===== src/awd_pkg.sv =====
// Package with register map, field positions and reset values of the window detector
package awd_pkg;

  // ==========================================================================
  // Bus geometry
  // ==========================================================================
  localparam int unsigned AWD_ADDR_W  = 8;    // Byte address width of the slave
  localparam int unsigned AWD_DATA_W  = 32;   // Bus data width
  localparam int unsigned AWD_RES_W   = 10;   // Converter result width
  localparam int unsigned AWD_WORD_W  = 16;   // Result and limit word width

  // ==========================================================================
  // Register byte offsets
  // ==========================================================================
  localparam logic [7:0] AWD_OFS_CTRL     = 8'h00;  // converter_control_reg
  localparam logic [7:0] AWD_OFS_PAIRCFG  = 8'h04;  // input_pair_config
  localparam logic [7:0] AWD_OFS_UPPER_HI = 8'h08;  // upper_compare_high_byte
  localparam logic [7:0] AWD_OFS_UPPER_LO = 8'h0c;  // upper_compare_low_byte
  localparam logic [7:0] AWD_OFS_LOWER_HI = 8'h10;  // lower_compare_high_byte
  localparam logic [7:0] AWD_OFS_LOWER_LO = 8'h14;  // lower_compare_low_byte
  localparam logic [7:0] AWD_OFS_RESULT   = 8'h18;  // result high and low bytes
  localparam logic [7:0] AWD_OFS_IRQSTAT  = 8'h1c;  // Sticky event status
  localparam logic [7:0] AWD_OFS_IRQMASK  = 8'h20;  // Event mask

  // ==========================================================================
  // Field positions
  // ==========================================================================
  localparam int unsigned AWD_BIT_LJST  = 0;  // left_justify_select in control
  localparam int unsigned AWD_BIT_WFLAG = 1;  // window_match_flag in control
  localparam int unsigned AWD_EV_WIN    = 0;  // Window match event in status/mask
  localparam int unsigned AWD_EV_CONV   = 1;  // Conversion complete event
  localparam int unsigned AWD_PAD_W     = 6;  // Unused bits beside a 10-bit result

  // ==========================================================================
  // Reset values
  // ==========================================================================
  localparam logic [7:0] AWD_RST_CTRL     = 8'h00;
  localparam logic [3:0] AWD_RST_PAIRCFG  = 4'h0;
  localparam logic [7:0] AWD_RST_UPPER_HI = 8'hff;
  localparam logic [7:0] AWD_RST_UPPER_LO = 8'hff;
  localparam logic [7:0] AWD_RST_LOWER_HI = 8'h00;
  localparam logic [7:0] AWD_RST_LOWER_LO = 8'h00;
  localparam logic [1:0] AWD_RST_IRQMASK  = 2'h0;

  // ==========================================================================
  // Bus responses
  // ==========================================================================
  localparam logic [1:0] AWD_RESP_OKAY   = 2'h0;
  localparam logic [1:0] AWD_RESP_SLVERR = 2'h2;

endpackage : awd_pkg


===== src/awd_window_cmp.sv =====
// Signed or unsigned window comparison of one result word against two limits
`timescale 1ns/1ps

module awd_window_cmp
  import awd_pkg::*;
(
  input  wire logic [AWD_WORD_W-1:0] sample,      // Result word in register alignment
  input  wire logic [AWD_WORD_W-1:0] gtLimit,     // greater_than_limit
  input  wire logic [AWD_WORD_W-1:0] ltLimit,     // less_than_limit
  input  wire logic                  signedMode,  // Two's complement compare
  output logic                       insideMode,  // Window is inside form
  output logic                       winMatch     // Condition met for this sample
);

  // ==========================================================================
  // Extended operands
  // ==========================================================================
  logic signed [AWD_WORD_W:0] sExt;   // Sample with one guard bit
  logic signed [AWD_WORD_W:0] gExt;   // Upper limit with guard bit
  logic signed [AWD_WORD_W:0] lExt;   // Lower limit with guard bit

  // Guard bit copies the sign only in signed mode, so one compare serves both
  always_comb begin
    sExt = {signedMode & sample[AWD_WORD_W-1], sample};
    gExt = {signedMode & gtLimit[AWD_WORD_W-1], gtLimit};
    lExt = {signedMode & ltLimit[AWD_WORD_W-1], ltLimit};
  end

  // Limit order alone picks inside or outside; equality never matches
  always_comb begin
    insideMode = lExt > gExt;
    if (insideMode) begin
      winMatch = (sExt > gExt) && (sExt < lExt);
    end else begin
      winMatch = (sExt < lExt) || (sExt > gExt);
    end
  end

endmodule : awd_window_cmp


===== src/awd_window_detector.sv =====
// Window detector on the converter result path with an AXI4-Lite register slave
//
// Contract
// - Compare every new result against both limits.
// - Match flag lives in control register.
// - Two limit pairs, each high and low byte.
// - Limit order alone selects inside or outside.
// - Single-ended compare is unsigned.
// - Inside matches strictly between both limits.
// - Outside matches strictly beyond either limit.
// - Differential result is two's complement.
// - Differential inside compare is signed.
// - Differential outside compare is signed.
// - Compare in the result register alignment; single-ended right form compares the code zero-extended, not sign-extended.
// - Flag stays set until software clears.
// - Justify bit aligns; right form sign-extends.
// - Differential pairs give two's complement results.
//
// The AXI4-Lite register port and the register offsets were left to the implementer.
`timescale 1ns/1ps

module awd_window_detector
  import awd_pkg::*;
(
  input  wire logic                  clk,          // System clock, 100 MHz
  input  wire logic                  rst,          // Synchronous reset, active high
  // Converter result path
  input  wire logic                  convDone,     // One-cycle pulse, new result ready
  input  wire logic [AWD_RES_W-1:0]  convData,     // Raw 10-bit conversion code
  input  wire logic [3:0]            convChannel,  // Multiplexer channel of that result
  // AXI4-Lite slave
  input  wire logic [AWD_ADDR_W-1:0] awaddr,
  input  wire logic                  awvalid,
  output logic                       awready,
  input  wire logic [AWD_DATA_W-1:0] wdata,
  input  wire logic [3:0]            wstrb,
  input  wire logic                  wvalid,
  output logic                       wready,
  output logic [1:0]                 bresp,
  output logic                       bvalid,
  input  wire logic                  bready,
  input  wire logic [AWD_ADDR_W-1:0] araddr,
  input  wire logic                  arvalid,
  output logic                       arready,
  output logic [AWD_DATA_W-1:0]      rdata,
  output logic [1:0]                 rresp,
  output logic                       rvalid,
  input  wire logic                  rready,
  // System side
  output logic                       irq           // Level interrupt
);

  // ==========================================================================
  // Register state
  // ==========================================================================
  logic                  leftJust;       // left_justify_select
  logic                  matchFlag;      // window_match_flag
  logic [3:0]            pairCfg;        // input_pair_config
  logic [7:0]            upperHi;        // upper_compare_high_byte
  logic [7:0]            upperLo;        // upper_compare_low_byte
  logic [7:0]            lowerHi;        // lower_compare_high_byte
  logic [7:0]            lowerLo;        // lower_compare_low_byte
  logic [AWD_WORD_W-1:0] resultWord;     // result_high_byte and result_low_byte
  logic [1:0]            irqStatus;      // Sticky events
  logic [1:0]            irqMask;        // Event enables
  logic                  next_leftJust;
  logic                  next_matchFlag;
  logic [3:0]            next_pairCfg;
  logic [7:0]            next_upperHi;
  logic [7:0]            next_upperLo;
  logic [7:0]            next_lowerHi;
  logic [7:0]            next_lowerLo;
  logic [AWD_WORD_W-1:0] next_resultWord;
  logic [1:0]            next_irqStatus;
  logic [1:0]            next_irqMask;

  // ==========================================================================
  // Bus handshake state
  // ==========================================================================
  logic                  awPend;         // Write address held
  logic [AWD_ADDR_W-1:0] awHeld;         // Held write address
  logic                  wPend;          // Write data held
  logic [AWD_DATA_W-1:0] wHeld;          // Held write data
  logic [3:0]            strbHeld;       // Held byte strobes
  logic                  next_awPend;
  logic [AWD_ADDR_W-1:0] next_awHeld;
  logic                  next_wPend;
  logic [AWD_DATA_W-1:0] next_wHeld;
  logic [3:0]            next_strbHeld;
  logic [1:0]            next_bresp;
  logic                  next_bvalid;
  logic [AWD_DATA_W-1:0] next_rdata;
  logic [1:0]            next_rresp;
  logic                  next_rvalid;

  // ==========================================================================
  // Result formatting and comparison
  // ==========================================================================
  logic                  diffMode;       // Current result is differential
  logic [AWD_WORD_W-1:0] fmtWord;        // Result as the register shows it
  logic [AWD_WORD_W-1:0] cmpWord;        // Result as the comparator sees it
  logic                  insideMode;     // Limits describe an inside window
  logic                  winMatch;       // New result meets the window
  logic                  doWrite;        // Held write is carried out now
  logic                  arHs;           // Read address taken now
  logic                  byte0;          // Low byte lane written
  logic                  statusRead;     // Read of the status register now

  // Pair bit picked by channel; temperature channel is always single-ended
  always_comb begin
    diffMode = !convChannel[3] && pairCfg[convChannel[2:1]];
    if (leftJust) begin
      fmtWord = {convData, {AWD_PAD_W{1'b0}}};
      cmpWord = fmtWord;
    end else begin
      fmtWord = {{AWD_PAD_W{convData[AWD_RES_W-1]}}, convData};
      // Single-ended right form compares as plain 10-bit unsigned
      cmpWord = diffMode ? fmtWord : {{AWD_PAD_W{1'b0}}, convData};
    end
  end

  // Limits form 16-bit words from their byte pairs
  awd_window_cmp u_cmp (
    .sample     (cmpWord),
    .gtLimit    ({upperHi, upperLo}),
    .ltLimit    ({lowerHi, lowerLo}),
    .signedMode (diffMode),
    .insideMode (insideMode),
    .winMatch   (winMatch)
  );

  // ==========================================================================
  // Bus handshakes
  // ==========================================================================
  // Address and data are taken in either order; no new ones while a reply waits
  always_comb begin
    awready    = !awPend && !bvalid;
    wready     = !wPend && !bvalid;
    arready    = !rvalid;
    doWrite    = awPend && wPend && !bvalid;
    arHs       = arvalid && arready;
    byte0      = strbHeld[0];
    statusRead = arHs && (araddr == AWD_OFS_IRQSTAT);
  end

  // Next values of the bus channel state
  always_comb begin
    next_awPend   = awPend;
    next_awHeld   = awHeld;
    next_wPend    = wPend;
    next_wHeld    = wHeld;
    next_strbHeld = strbHeld;
    next_bresp    = bresp;
    next_bvalid   = bvalid;
    next_rdata    = rdata;
    next_rresp    = rresp;
    next_rvalid   = rvalid;
    // Capture write address
    if (awvalid && awready) begin
      next_awPend = 1'b1;
      next_awHeld = awaddr;
    end
    // Capture write data
    if (wvalid && wready) begin
      next_wPend    = 1'b1;
      next_wHeld    = wdata;
      next_strbHeld = wstrb;
    end
    // Carry out write and raise the response
    if (doWrite) begin
      next_awPend = 1'b0;
      next_wPend  = 1'b0;
      next_bvalid = 1'b1;
      case (awHeld)
        AWD_OFS_CTRL, AWD_OFS_PAIRCFG, AWD_OFS_UPPER_HI, AWD_OFS_UPPER_LO,
        AWD_OFS_LOWER_HI, AWD_OFS_LOWER_LO, AWD_OFS_RESULT, AWD_OFS_IRQSTAT,
        AWD_OFS_IRQMASK: next_bresp = AWD_RESP_OKAY;
        default:         next_bresp = AWD_RESP_SLVERR;
      endcase
    end else if (bvalid && bready) begin
      next_bvalid = 1'b0;
    end
    // Read data is sampled at the address handshake
    if (arHs) begin
      next_rvalid = 1'b1;
      next_rresp  = AWD_RESP_OKAY;
      case (araddr)
        AWD_OFS_CTRL:     next_rdata = {30'h0, matchFlag, leftJust};
        AWD_OFS_PAIRCFG:  next_rdata = {28'h0, pairCfg};
        AWD_OFS_UPPER_HI: next_rdata = {24'h0, upperHi};
        AWD_OFS_UPPER_LO: next_rdata = {24'h0, upperLo};
        AWD_OFS_LOWER_HI: next_rdata = {24'h0, lowerHi};
        AWD_OFS_LOWER_LO: next_rdata = {24'h0, lowerLo};
        AWD_OFS_RESULT:   next_rdata = {16'h0, resultWord};
        AWD_OFS_IRQSTAT:  next_rdata = {30'h0, irqStatus};
        AWD_OFS_IRQMASK:  next_rdata = {30'h0, irqMask};
        default: begin
          next_rdata = 32'h0;
          next_rresp = AWD_RESP_SLVERR;
        end
      endcase
    end else if (rvalid && rready) begin
      next_rvalid = 1'b0;
    end
  end

  // Register bus channel state
  always_ff @(posedge clk) begin
    if (rst) begin
      awPend   <= 1'b0;
      awHeld   <= 8'h00;
      wPend    <= 1'b0;
      wHeld    <= 32'h0;
      strbHeld <= 4'h0;
      bresp    <= AWD_RESP_OKAY;
      bvalid   <= 1'b0;
      rdata    <= 32'h0;
      rresp    <= AWD_RESP_OKAY;
      rvalid   <= 1'b0;
    end else begin
      awPend   <= next_awPend;
      awHeld   <= next_awHeld;
      wPend    <= next_wPend;
      wHeld    <= next_wHeld;
      strbHeld <= next_strbHeld;
      bresp    <= next_bresp;
      bvalid   <= next_bvalid;
      rdata    <= next_rdata;
      rresp    <= next_rresp;
      rvalid   <= next_rvalid;
    end
  end

  // ==========================================================================
  // Registers, match flag and events
  // ==========================================================================
  // Software writes first, hardware sets last so a set is never lost
  always_comb begin
    next_leftJust   = leftJust;
    next_matchFlag  = matchFlag;
    next_pairCfg    = pairCfg;
    next_upperHi    = upperHi;
    next_upperLo    = upperLo;
    next_lowerHi    = lowerHi;
    next_lowerLo    = lowerLo;
    next_resultWord = resultWord;
    next_irqStatus  = irqStatus;
    next_irqMask    = irqMask;
    // Byte-wide writes; every limit byte stands alone
    if (doWrite && byte0) begin
      case (awHeld)
        AWD_OFS_CTRL: begin
          next_leftJust  = wHeld[AWD_BIT_LJST];
          next_matchFlag = wHeld[AWD_BIT_WFLAG];
        end
        AWD_OFS_PAIRCFG:  next_pairCfg = wHeld[3:0];
        AWD_OFS_UPPER_HI: next_upperHi = wHeld[7:0];
        AWD_OFS_UPPER_LO: next_upperLo = wHeld[7:0];
        AWD_OFS_LOWER_HI: next_lowerHi = wHeld[7:0];
        AWD_OFS_LOWER_LO: next_lowerLo = wHeld[7:0];
        AWD_OFS_IRQMASK:  next_irqMask = wHeld[1:0];
        default:          next_irqMask = irqMask;
      endcase
    end
    // Reading the status clears it
    if (statusRead) begin
      next_irqStatus = 2'h0;
    end
    // One evaluation per completed conversion
    if (convDone) begin
      next_resultWord = fmtWord;
      next_irqStatus[AWD_EV_CONV] = 1'b1;
      if (winMatch) begin
        next_matchFlag = 1'b1;
        next_irqStatus[AWD_EV_WIN] = 1'b1;
      end
    end
  end

  // Register file
  always_ff @(posedge clk) begin
    if (rst) begin
      leftJust   <= AWD_RST_CTRL[AWD_BIT_LJST];
      matchFlag  <= AWD_RST_CTRL[AWD_BIT_WFLAG];
      pairCfg    <= AWD_RST_PAIRCFG;
      upperHi    <= AWD_RST_UPPER_HI;
      upperLo    <= AWD_RST_UPPER_LO;
      lowerHi    <= AWD_RST_LOWER_HI;
      lowerLo    <= AWD_RST_LOWER_LO;
      resultWord <= 16'h0;
      irqStatus  <= 2'h0;
      irqMask    <= AWD_RST_IRQMASK;
    end else begin
      leftJust   <= next_leftJust;
      matchFlag  <= next_matchFlag;
      pairCfg    <= next_pairCfg;
      upperHi    <= next_upperHi;
      upperLo    <= next_upperLo;
      lowerHi    <= next_lowerHi;
      lowerLo    <= next_lowerLo;
      resultWord <= next_resultWord;
      irqStatus  <= next_irqStatus;
      irqMask    <= next_irqMask;
    end
  end

  // Interrupt line follows unmasked sticky bits
  always_comb begin
    irq = |(irqStatus & irqMask);
  end

  // Software write of zero to the flag bit of the control register
  logic flagClear;
  always_comb begin
    flagClear = doWrite && byte0 && (awHeld == AWD_OFS_CTRL) && !wHeld[AWD_BIT_WFLAG];
  end
endmodule : awd_window_detector


===== config.mk =====
export PLATFORM = sky130hd
export DESIGN_NAME = awd_window_detector
export DESIGN_NICKNAME = d
export VERILOG_FILES = /design/src/awd_pkg.sv /design/src/awd_window_cmp.sv /design/src/awd_window_detector.sv
export SDC_FILE = /design/constraint.sdc
export NUM_CORES = 1
export LEC_CHECK = 0
export BUFFER_PORTS_ARGS = -buffer_cell sky130_fd_sc_hd__buf_2
export CAP_MARGIN = 10
export CORE_MARGIN = 2
export CORE_UTILIZATION = 40
export CTS_CLUSTER_DIAMETER = 50
export CTS_CLUSTER_SIZE = 8
export DETAILED_ROUTE_END_ITERATION = 8
export GPL_ROUTABILITY_DRIVEN = 0
export SLEW_MARGIN = 20
export SYNTH_ARGS = -nofsm -noshare
export SYNTH_HDL_FRONTEND = slang
export SYNTH_SLANG_ARGS = --single-unit
export TNS_END_PERCENT = 50

===== constraint.sdc =====
create_clock -name clk -period 4 [get_ports clk]
set_input_delay 0.4 -clock clk [delete_from_list [all_inputs] [get_ports clk]]
set_output_delay 0.4 -clock clk [all_outputs]
set_load 0.01 [all_outputs]

# --- Word level (Yosys, flattened, before mapping) ---
# Cells that the tools add are included.
op_classes:
  n_lt_le_gt_ge: 4
  eq_ne: 16
  muxes: 20
  bitwise_logic: 4
  n_reduce_logical: 35
op_table:
  columns: ["op", "count"]
  rows:
  - ["$pmux W16 S9", 1]
  - ["$eq A8 B5 Y1 const B", 8]
  - ["$gt A17 B17 Y1", 2]
  - ["$eq A8 B4 Y1 const B", 4]
  - ["$mux W16", 2]
  - ["$reduce_or A9 Y1", 2]
  - ["$lt A17 B17 Y1", 1]
  - ["$eq A8 B3 Y1 const B", 2]
  - ["$eq A8 B6 Y1 const B", 2]
  - ["$logic_not A8 Y1", 2]
  - ["$mux W15", 1]
  - ["$reduce_and A2 Y1", 7]
  - ["$logic_and A1 B1 Y1", 13]
  - ["$mux W1", 11]
  - ["$mux W2", 4]
  - ["$reduce_bool A2 Y1", 3]
  - ["$logic_not A1 Y1", 5]
  - ["$reduce_or A2 Y1", 2]
  - ["$and A1 B1 Y1", 3]
  - ["$lt A2 B3 Y1 const B", 1]
  - ["$and A2 B2 Y2", 1]
  - ["$bmux W1 S2", 1]
  - ["$logic_or A1 B1 Y1", 1]
word_totals:
  register_bits: 115
  output_inout_bits: 42

# --- Depth between registers and ports, before layout ---
logic_depth:
  word_depth: 11
  mapped_depth: 13

# --- Hierarchy ---
# A second synthesis with hierarchy kept.
unflattened:
  hier_cells: 641
  area_unflattened_um2: 5674.2
by_module_without_submodules:
  columns: ["module", "instances", "cells_each", "area_each_um2", "seq_area_each_um2"]
  rows:
  - ["awd_window_detector", 1, 473, 4454.3, 1941.9]
  - ["awd_window_cmp", 1, 168, 1219.9, 0.0]

# --- Least setup slack after synthesis ---
# No wires, ideal clock.
synth_path:
  path_type: "input port to flip-flop"
  start: "in convChannel[1]"
  end: "reg matchFlag"
  arrival_time_ps: 2764
  setup_slack_ps: 1102
  path_stages: 10
  path_cell_list: "mux4_2 -> nor2b_1 -> nand2b_1 -> nand2_1 -> ha_1 -> a21o_1 -> a2111o_1 -> o41a_1 -> o221ai_2 -> o211ai_1"
synth_via:
  elab_chain_len: 11
  word_cells_on_any_way: 16
  classes_between: "3 x order compare; 7 x mux; 3 x bitwise; 3 x reduce/logical"
synth_rtl:
  columns: ["item", "line_no", "source"]
  rows:
  - ["from (decl)", "awd_window_detector.sv:30", "input wire logic [3:0] convChannel,"]
  - ["$bmux W1 S2 (*)", "awd_window_detector.sv:111", "diffMode = !convChannel[3] && pairCfg[convChannel[2:1]];"]
  - ["$mux W1 (implied by the code) (*)", "awd_window_detector.sv:111", null]
  - ["$logic_and A1 B1 Y1 (*)", "awd_window_detector.sv:111", null]
  - ["$mux W16", "awd_window_detector.sv:118", "cmpWord = diffMode ? fmtWord : {{AWD_PAD_W{1'b0}}, convData};"]
  - ["$mux W16", "awd_window_detector.sv:112", "if (leftJust) begin"]
  - ["$and A1 B1 Y1", "awd_window_cmp.sv:24", "sExt = {signedMode & sample[AWD_WORD_W-1], sample};"]
  - ["$lt A17 B17 Y1 / $gt A17 B17 Y1 (equally long branches)", "awd_window_cmp.sv:33, awd_window_cmp.sv:35", null]
  - ["$logic_or A1 B1 Y1 / $logic_and A1 B1 Y1 (equally long branches)", "awd_window_cmp.sv:35, awd_window_cmp.sv:33", null]
  - ["$mux W1 (*)", "awd_window_cmp.sv:32", "if (insideMode) begin"]
  - ["$mux W1 (*)", "awd_window_detector.sv:273", "if (winMatch) begin"]
  - ["$mux W1 (*)", "awd_window_detector.sv:270", "if (convDone) begin"]
  - ["to (signal assigned)", "awd_window_detector.sv:284", "matchFlag <= AWD_RST_CTRL[AWD_BIT_WFLAG];"]
  - ["to (signal assigned)", "awd_window_detector.sv:295", "matchFlag <= next_matchFlag;"]
  - ["to (decl)", "awd_window_detector.sv:57", "logic matchFlag;"]
# Every way passes the cells marked *; elsewhere a longest branch is shown, timed or not. The select of a mux whose other input is x is not followed.
# A chain may end at the register's enable or synchronous reset.

# --- Worst setup path after layout ---
layout_path:
  start: "reg pairCfg[3]"
  end: "reg matchFlag"
layout_via:
  elab_chain_len: 11
  word_cells_on_any_way: 16
  classes_between: "3 x order compare; 7 x mux; 3 x bitwise; 3 x reduce/logical"
layout_rtl:
  columns: ["item", "line_no", "source"]
  rows:
  - ["from (decl)", "awd_window_detector.sv:58", "logic [3:0] pairCfg;"]
  - ["from (signal assigned)", "awd_window_detector.sv:296", "pairCfg <= next_pairCfg;"]
  - ["$bmux W1 S2 (*)", "awd_window_detector.sv:111", null]
  - ["$mux W1 (implied by the code) (*)", "awd_window_detector.sv:111", null]
  - ["$logic_and A1 B1 Y1 (*)", "awd_window_detector.sv:111", null]
  - ["$mux W16", "awd_window_detector.sv:118", null]
  - ["$mux W16", "awd_window_detector.sv:112", null]
  - ["$and A1 B1 Y1", "awd_window_cmp.sv:24", null]
  - ["$lt A17 B17 Y1 / $gt A17 B17 Y1 (equally long branches)", "awd_window_cmp.sv:33, awd_window_cmp.sv:35", null]
  - ["$logic_or A1 B1 Y1 / $logic_and A1 B1 Y1 (equally long branches)", "awd_window_cmp.sv:35, awd_window_cmp.sv:33", null]
  - ["$mux W1 (*)", "awd_window_cmp.sv:32", null]
  - ["$mux W1 (*)", "awd_window_detector.sv:273", null]
  - ["$mux W1 (*)", "awd_window_detector.sv:270", null]
# Marked as above.

==> out/qor.json <==
{
  "synth_seq_area_share": {"value": 0.351},
  "area_delta_synth_final": {"value": 13.1, "unit": "%"},
  "setup.worst_path.start_class": {"value": "register"},
  "fp.dieW": {"value": 122, "unit": "µm"},
  "endpoint": {"value": "matchFlag"},
  "clock-sinks": {"value": 97},
  "post_synth_main_area_contributors": {"value": "sky130_fd_sc_hd__dfxtp_1 35%, sky130_fd_sc_hd__ha_1 11%, sky130_fd_sc_hd__mux2i_1 9.4%, sky130_fd_sc_hd__nor2_1 6.4%, sky130_fd_sc_hd__nand2_1 3.4%"},
  "grt_pass1_vias": {"value": 4525},
  "final.hold.worst_slack": {"value": 0.240, "unit": "ns"},
  "final-hold-violation-count": {"value": 0},
  "async_flop_share": {"value": 0},
  "synth.yosys.warnings": {"value": 0},
  "avgRoutedWirePerCell": {"value": 16.7, "unit": "µm"},
  "level_count_of_the_clock_h_tree": {"value": 3},
  "final-setup-viol-count": {"value": 0},
  "critical_path_arrival": {"value": 3.45, "unit": "ns"},
  "holdCritPathClass": {"value": "primary input to register"},
  "tightestPinTransition": {"value": 0.732, "unit": "ns"},
  "synth.most_common_cell": {"value": "sky130_fd_sc_hd__dfxtp_1"},
  "yosysUniqueCellTypes": {"value": 53},
  "setup.reg_to_reg.worst_slack": {"value": 0.75, "unit": "ns"},
  "postSynth.topFlopCell": {"value": "sky130_fd_sc_hd__dfxtp_1"},
  "timing_max_transition_violations_final": {"value": 0},
  "synth_largest_area_cell": {"value": "sky130_fd_sc_hd__dfxtp_1"},
  "p_total": {"value": 2.14, "unit": "mW"},
  "rsz0062_at_grt": {"value": "no"},
  "floorplan.die_area": {"value": 14800, "unit": "µm²"},
  "tritoncts": {"value": "built"},
  "worstSetupPathType": {"value": "register to register"},
  "vias_per_cell": {"value": 5.48},
  "cts_hold_buf": {"value": 0},
  "setup_total_negative_slack": {"value": 0, "unit": "ns"},
  "synth_enable_flop_cells": {"value": 0},
  "fin_worst_skew": {"value": 0.00429, "unit": "ns"},
  "antenna_violating_nets_post_route": {"value": 0},
  "routed_wl": {"value": 14600, "unit": "µm"},
  "max_slew_margin_vs_limit": {"value": 0.508},
  "clk_transition_reported_paths": {"value": 0.06, "unit": "ns"},
  "drt-initial-drc-count": {"value": 319},
  "detailroute.via_count": {"value": 4802},
  "grt_start_max_net_pins": {"value": 69},
  "top_level_ports": {"value": 116},
  "detailed_place_hpwl": {"value": 11400, "unit": "µm"},
  "multi_input_area": {"value": 3230, "unit": "µm²"},
  "grt_remaining_overflow": {"value": 0},
  "status": {"value": "finished, final reports clean"},
  "groute.usage.overall": {"value": 0.202},
  "cp-startpoint": {"value": "pairCfg[3]"},
  "period_share": {"value": 0.811},
  "worst_endpoint_required_time": {"value": 4.20, "unit": "ns"},
  "clk-insertion-delay-late": {"value": 0.35, "unit": "ns"},
  "crit-reg2reg-capture": {"value": "matchFlag"},
  "worstPathMaxFanout": {"value": 5},
  "synthTopCellsByCount": {"value": "97 x sky130_fd_sc_hd__dfxtp_1, 94 x sky130_fd_sc_hd__nor2_1, 52 x sky130_fd_sc_hd__mux2i_1, 50 x sky130_fd_sc_hd__nand2_1, 49 x sky130_fd_sc_hd__ha_1"},
  "antenna_violations_before_repair": {"value": 0},
  "fp-row-count": {"value": 42},
  "timing.critical_path.slowest_stage_cell": {"value": "sky130_fd_sc_hd__mux4_2"},
  "post-route-util": {"value": 0.468},
  "critical-path-max-stage-delay": {"value": 0.53, "unit": "ns"},
  "drtPass1Iterations": {"value": 5},
  "cts_inserted_buffers": {"value": 9},
  "synth_largest_type_area_fraction": {"value": 0.351},
  "cts_buffer_depth": {"value": 2},
  "floorplan.initialDensity": {"value": 0.414},
  "leakage": {"value": 2.83, "unit": "nW"},
  "cp_top_family": {"value": "simple AND/OR/NAND/NOR gates"},
  "cts_root_buffer": {"value": "sky130_fd_sc_hd__clkbuf_16"},
  "path_cells": {"value": "mux4_2 -> nor2b_1 -> nand2b_1 -> nand2_1 -> ha_1 -> nand4_1 -> or3_1 -> nor4_1 -> a2111oi_0 -> o41a_1 -> o221ai_2 -> o211ai_1"},
  "ys_ff_latch": {"value": 97},
  "power_density": {"value": 343, "unit": "nW/µm²"},
  "syn_area_per_cell": {"value": 8.55, "unit": "µm²"},
  "layout_min_cycle_time": {"value": 3.25, "unit": "ns"},
  "worst_r2r_path_depth": {"value": 12},
  "cap_viol_max_count": {"value": 0},
  "grt_pass1_wl": {"value": 23200, "unit": "µm"},
  "port-buffer-count": {"value": 69},
  "seqCellArea": {"value": 1940, "unit": "µm²"},
  "timing.rr.start": {"value": "pairCfg[3]"},
  "post_cts_resized": {"value": 0},
  "timing.critical_path.depth": {"value": 12},
  "vdd_ir_drop_max": {"value": 0.000246, "unit": "V"},
  "critPathCaptureType": {"value": "register"},
  "final_layout_size_suffix_gt1_frac": {"value": 0.138},
  "netlist_area": {"value": 5530, "unit": "µm²"},
  "synthesis.instances": {"value": 646},
  "maxClockFrequency": {"value": 308, "unit": "MHz"},
  "drc_errors": {"value": 0},
  "die_height": {"value": 122, "unit": "µm"},
  "final.fill_count": {"value": 1333},
  "worst-path-buf-inv": {"value": 0},
  "cts.repair_timing.setup_buffer_count": {"value": 0},
  "core_area": {"value": 13300, "unit": "µm²"},
  "finish.net_count": {"value": 819},
  "antennaDiodeCount": {"value": 0}
}
==> power by group <==
part	switching (mW)	internal (mW)
Combinational	0.117	0.0752
Clock	0.362	0.564
Sequential	0.0305	0.996
Total	0.509	1.63
==> layout make-up <==
cell class	count	share of cell area
multi-input cells	472	0.517
flip-flops and latches	97	0.311
repair buffers	72	0.0589
clock buffers	11	0.0388
well taps	176	0.0352
inverters	44	0.0264
clock inverters	5	0.0126
==> per-stage QoR <==
stage               cell area [µm²]  setup slack [ns]  std cells
CTS                            6240             0.782        877
floorplan                      5590              1.10        663
finish                         6250             0.754        877
global route                   6250             0.518        877
detailed placement             5920             0.592        861
global placement               5920             0.659        861
==> worst min-delay path by stage <==
stage,cells after the start,slack [ns],to,from
floorplan,2,0.44,awHeld[6],awHeld[6]
global placement,2,0.45,awHeld[6],awHeld[6]
detailed placement,2,0.45,awHeld[7],awHeld[7]
CTS,2,0.23,rvalid,rready
global route,2,0.25,rvalid,rready
finish,2,0.24,rvalid,rready
==> routing by layer <==
metal | vias up | routed length [µm] | track usage
li1 | 2349 | - | -
met1 | 2264 | 6820 | 0.276
met2 | 162 | 6520 | 0.316
met3 | 27 | 934 | 0.0431
met4 | 0 | 364 | 0.0697
met5 | - | 0 | 0
==> layout by cell type (no fill, tap or decap), types with 10 or more instances in the layout <==
cell | synthesis | final
sky130_fd_sc_hd__dfxtp_1 | 97 | 97
sky130_fd_sc_hd__nor2_1 | 94 | 93
sky130_fd_sc_hd__a21oi_1 | 29 | 29
sky130_fd_sc_hd__inv_1 | 43 | 43
sky130_fd_sc_hd__conb_1 | 1 | 18
sky130_fd_sc_hd__buf_2 | 3 | 69
sky130_fd_sc_hd__a22oi_1 | 19 | 19
sky130_fd_sc_hd__nand3_1 | 10 | 10
sky130_fd_sc_hd__nand2_1 | 50 | 50
sky130_fd_sc_hd__mux2i_1 | 52 | 52
sky130_fd_sc_hd__nor2b_1 | 14 | 14
sky130_fd_sc_hd__a211o_1 | 17 | 17
sky130_fd_sc_hd__a21o_1 | 10 | 10
sky130_fd_sc_hd__ha_1 | 49 | 49
==> cell families (layout without fill, tap and decap cells) <==
kind of cell	after synthesis	in the layout	share of synthesized area
fa+ha+maj	49	49	0.111
mux	58	58	0.113
buf+inv	94	132	0.0768
other cells	1	18	0.000679
xor+xnor	1	1	0.00159
simple gates	222	222	0.187
compound gates	124	124	0.159
flops	97	97	0.351
==> flip-flops by register name, summed over array words and instances (netlist names), 2 cells and up <==
| signal | flops |
|---|---|
| lowerLo | 8 |
| resultWord | 16 |
| irqStatus | 2 |
| rdata | 16 |
| irqMask | 2 |
| awHeld | 8 |
| upperHi | 8 |
| wHeld | 8 |
| lowerHi | 8 |
| pairCfg | 4 |
| upperLo | 8 |
No activity file was read; power rests on OpenSTA's default activity.
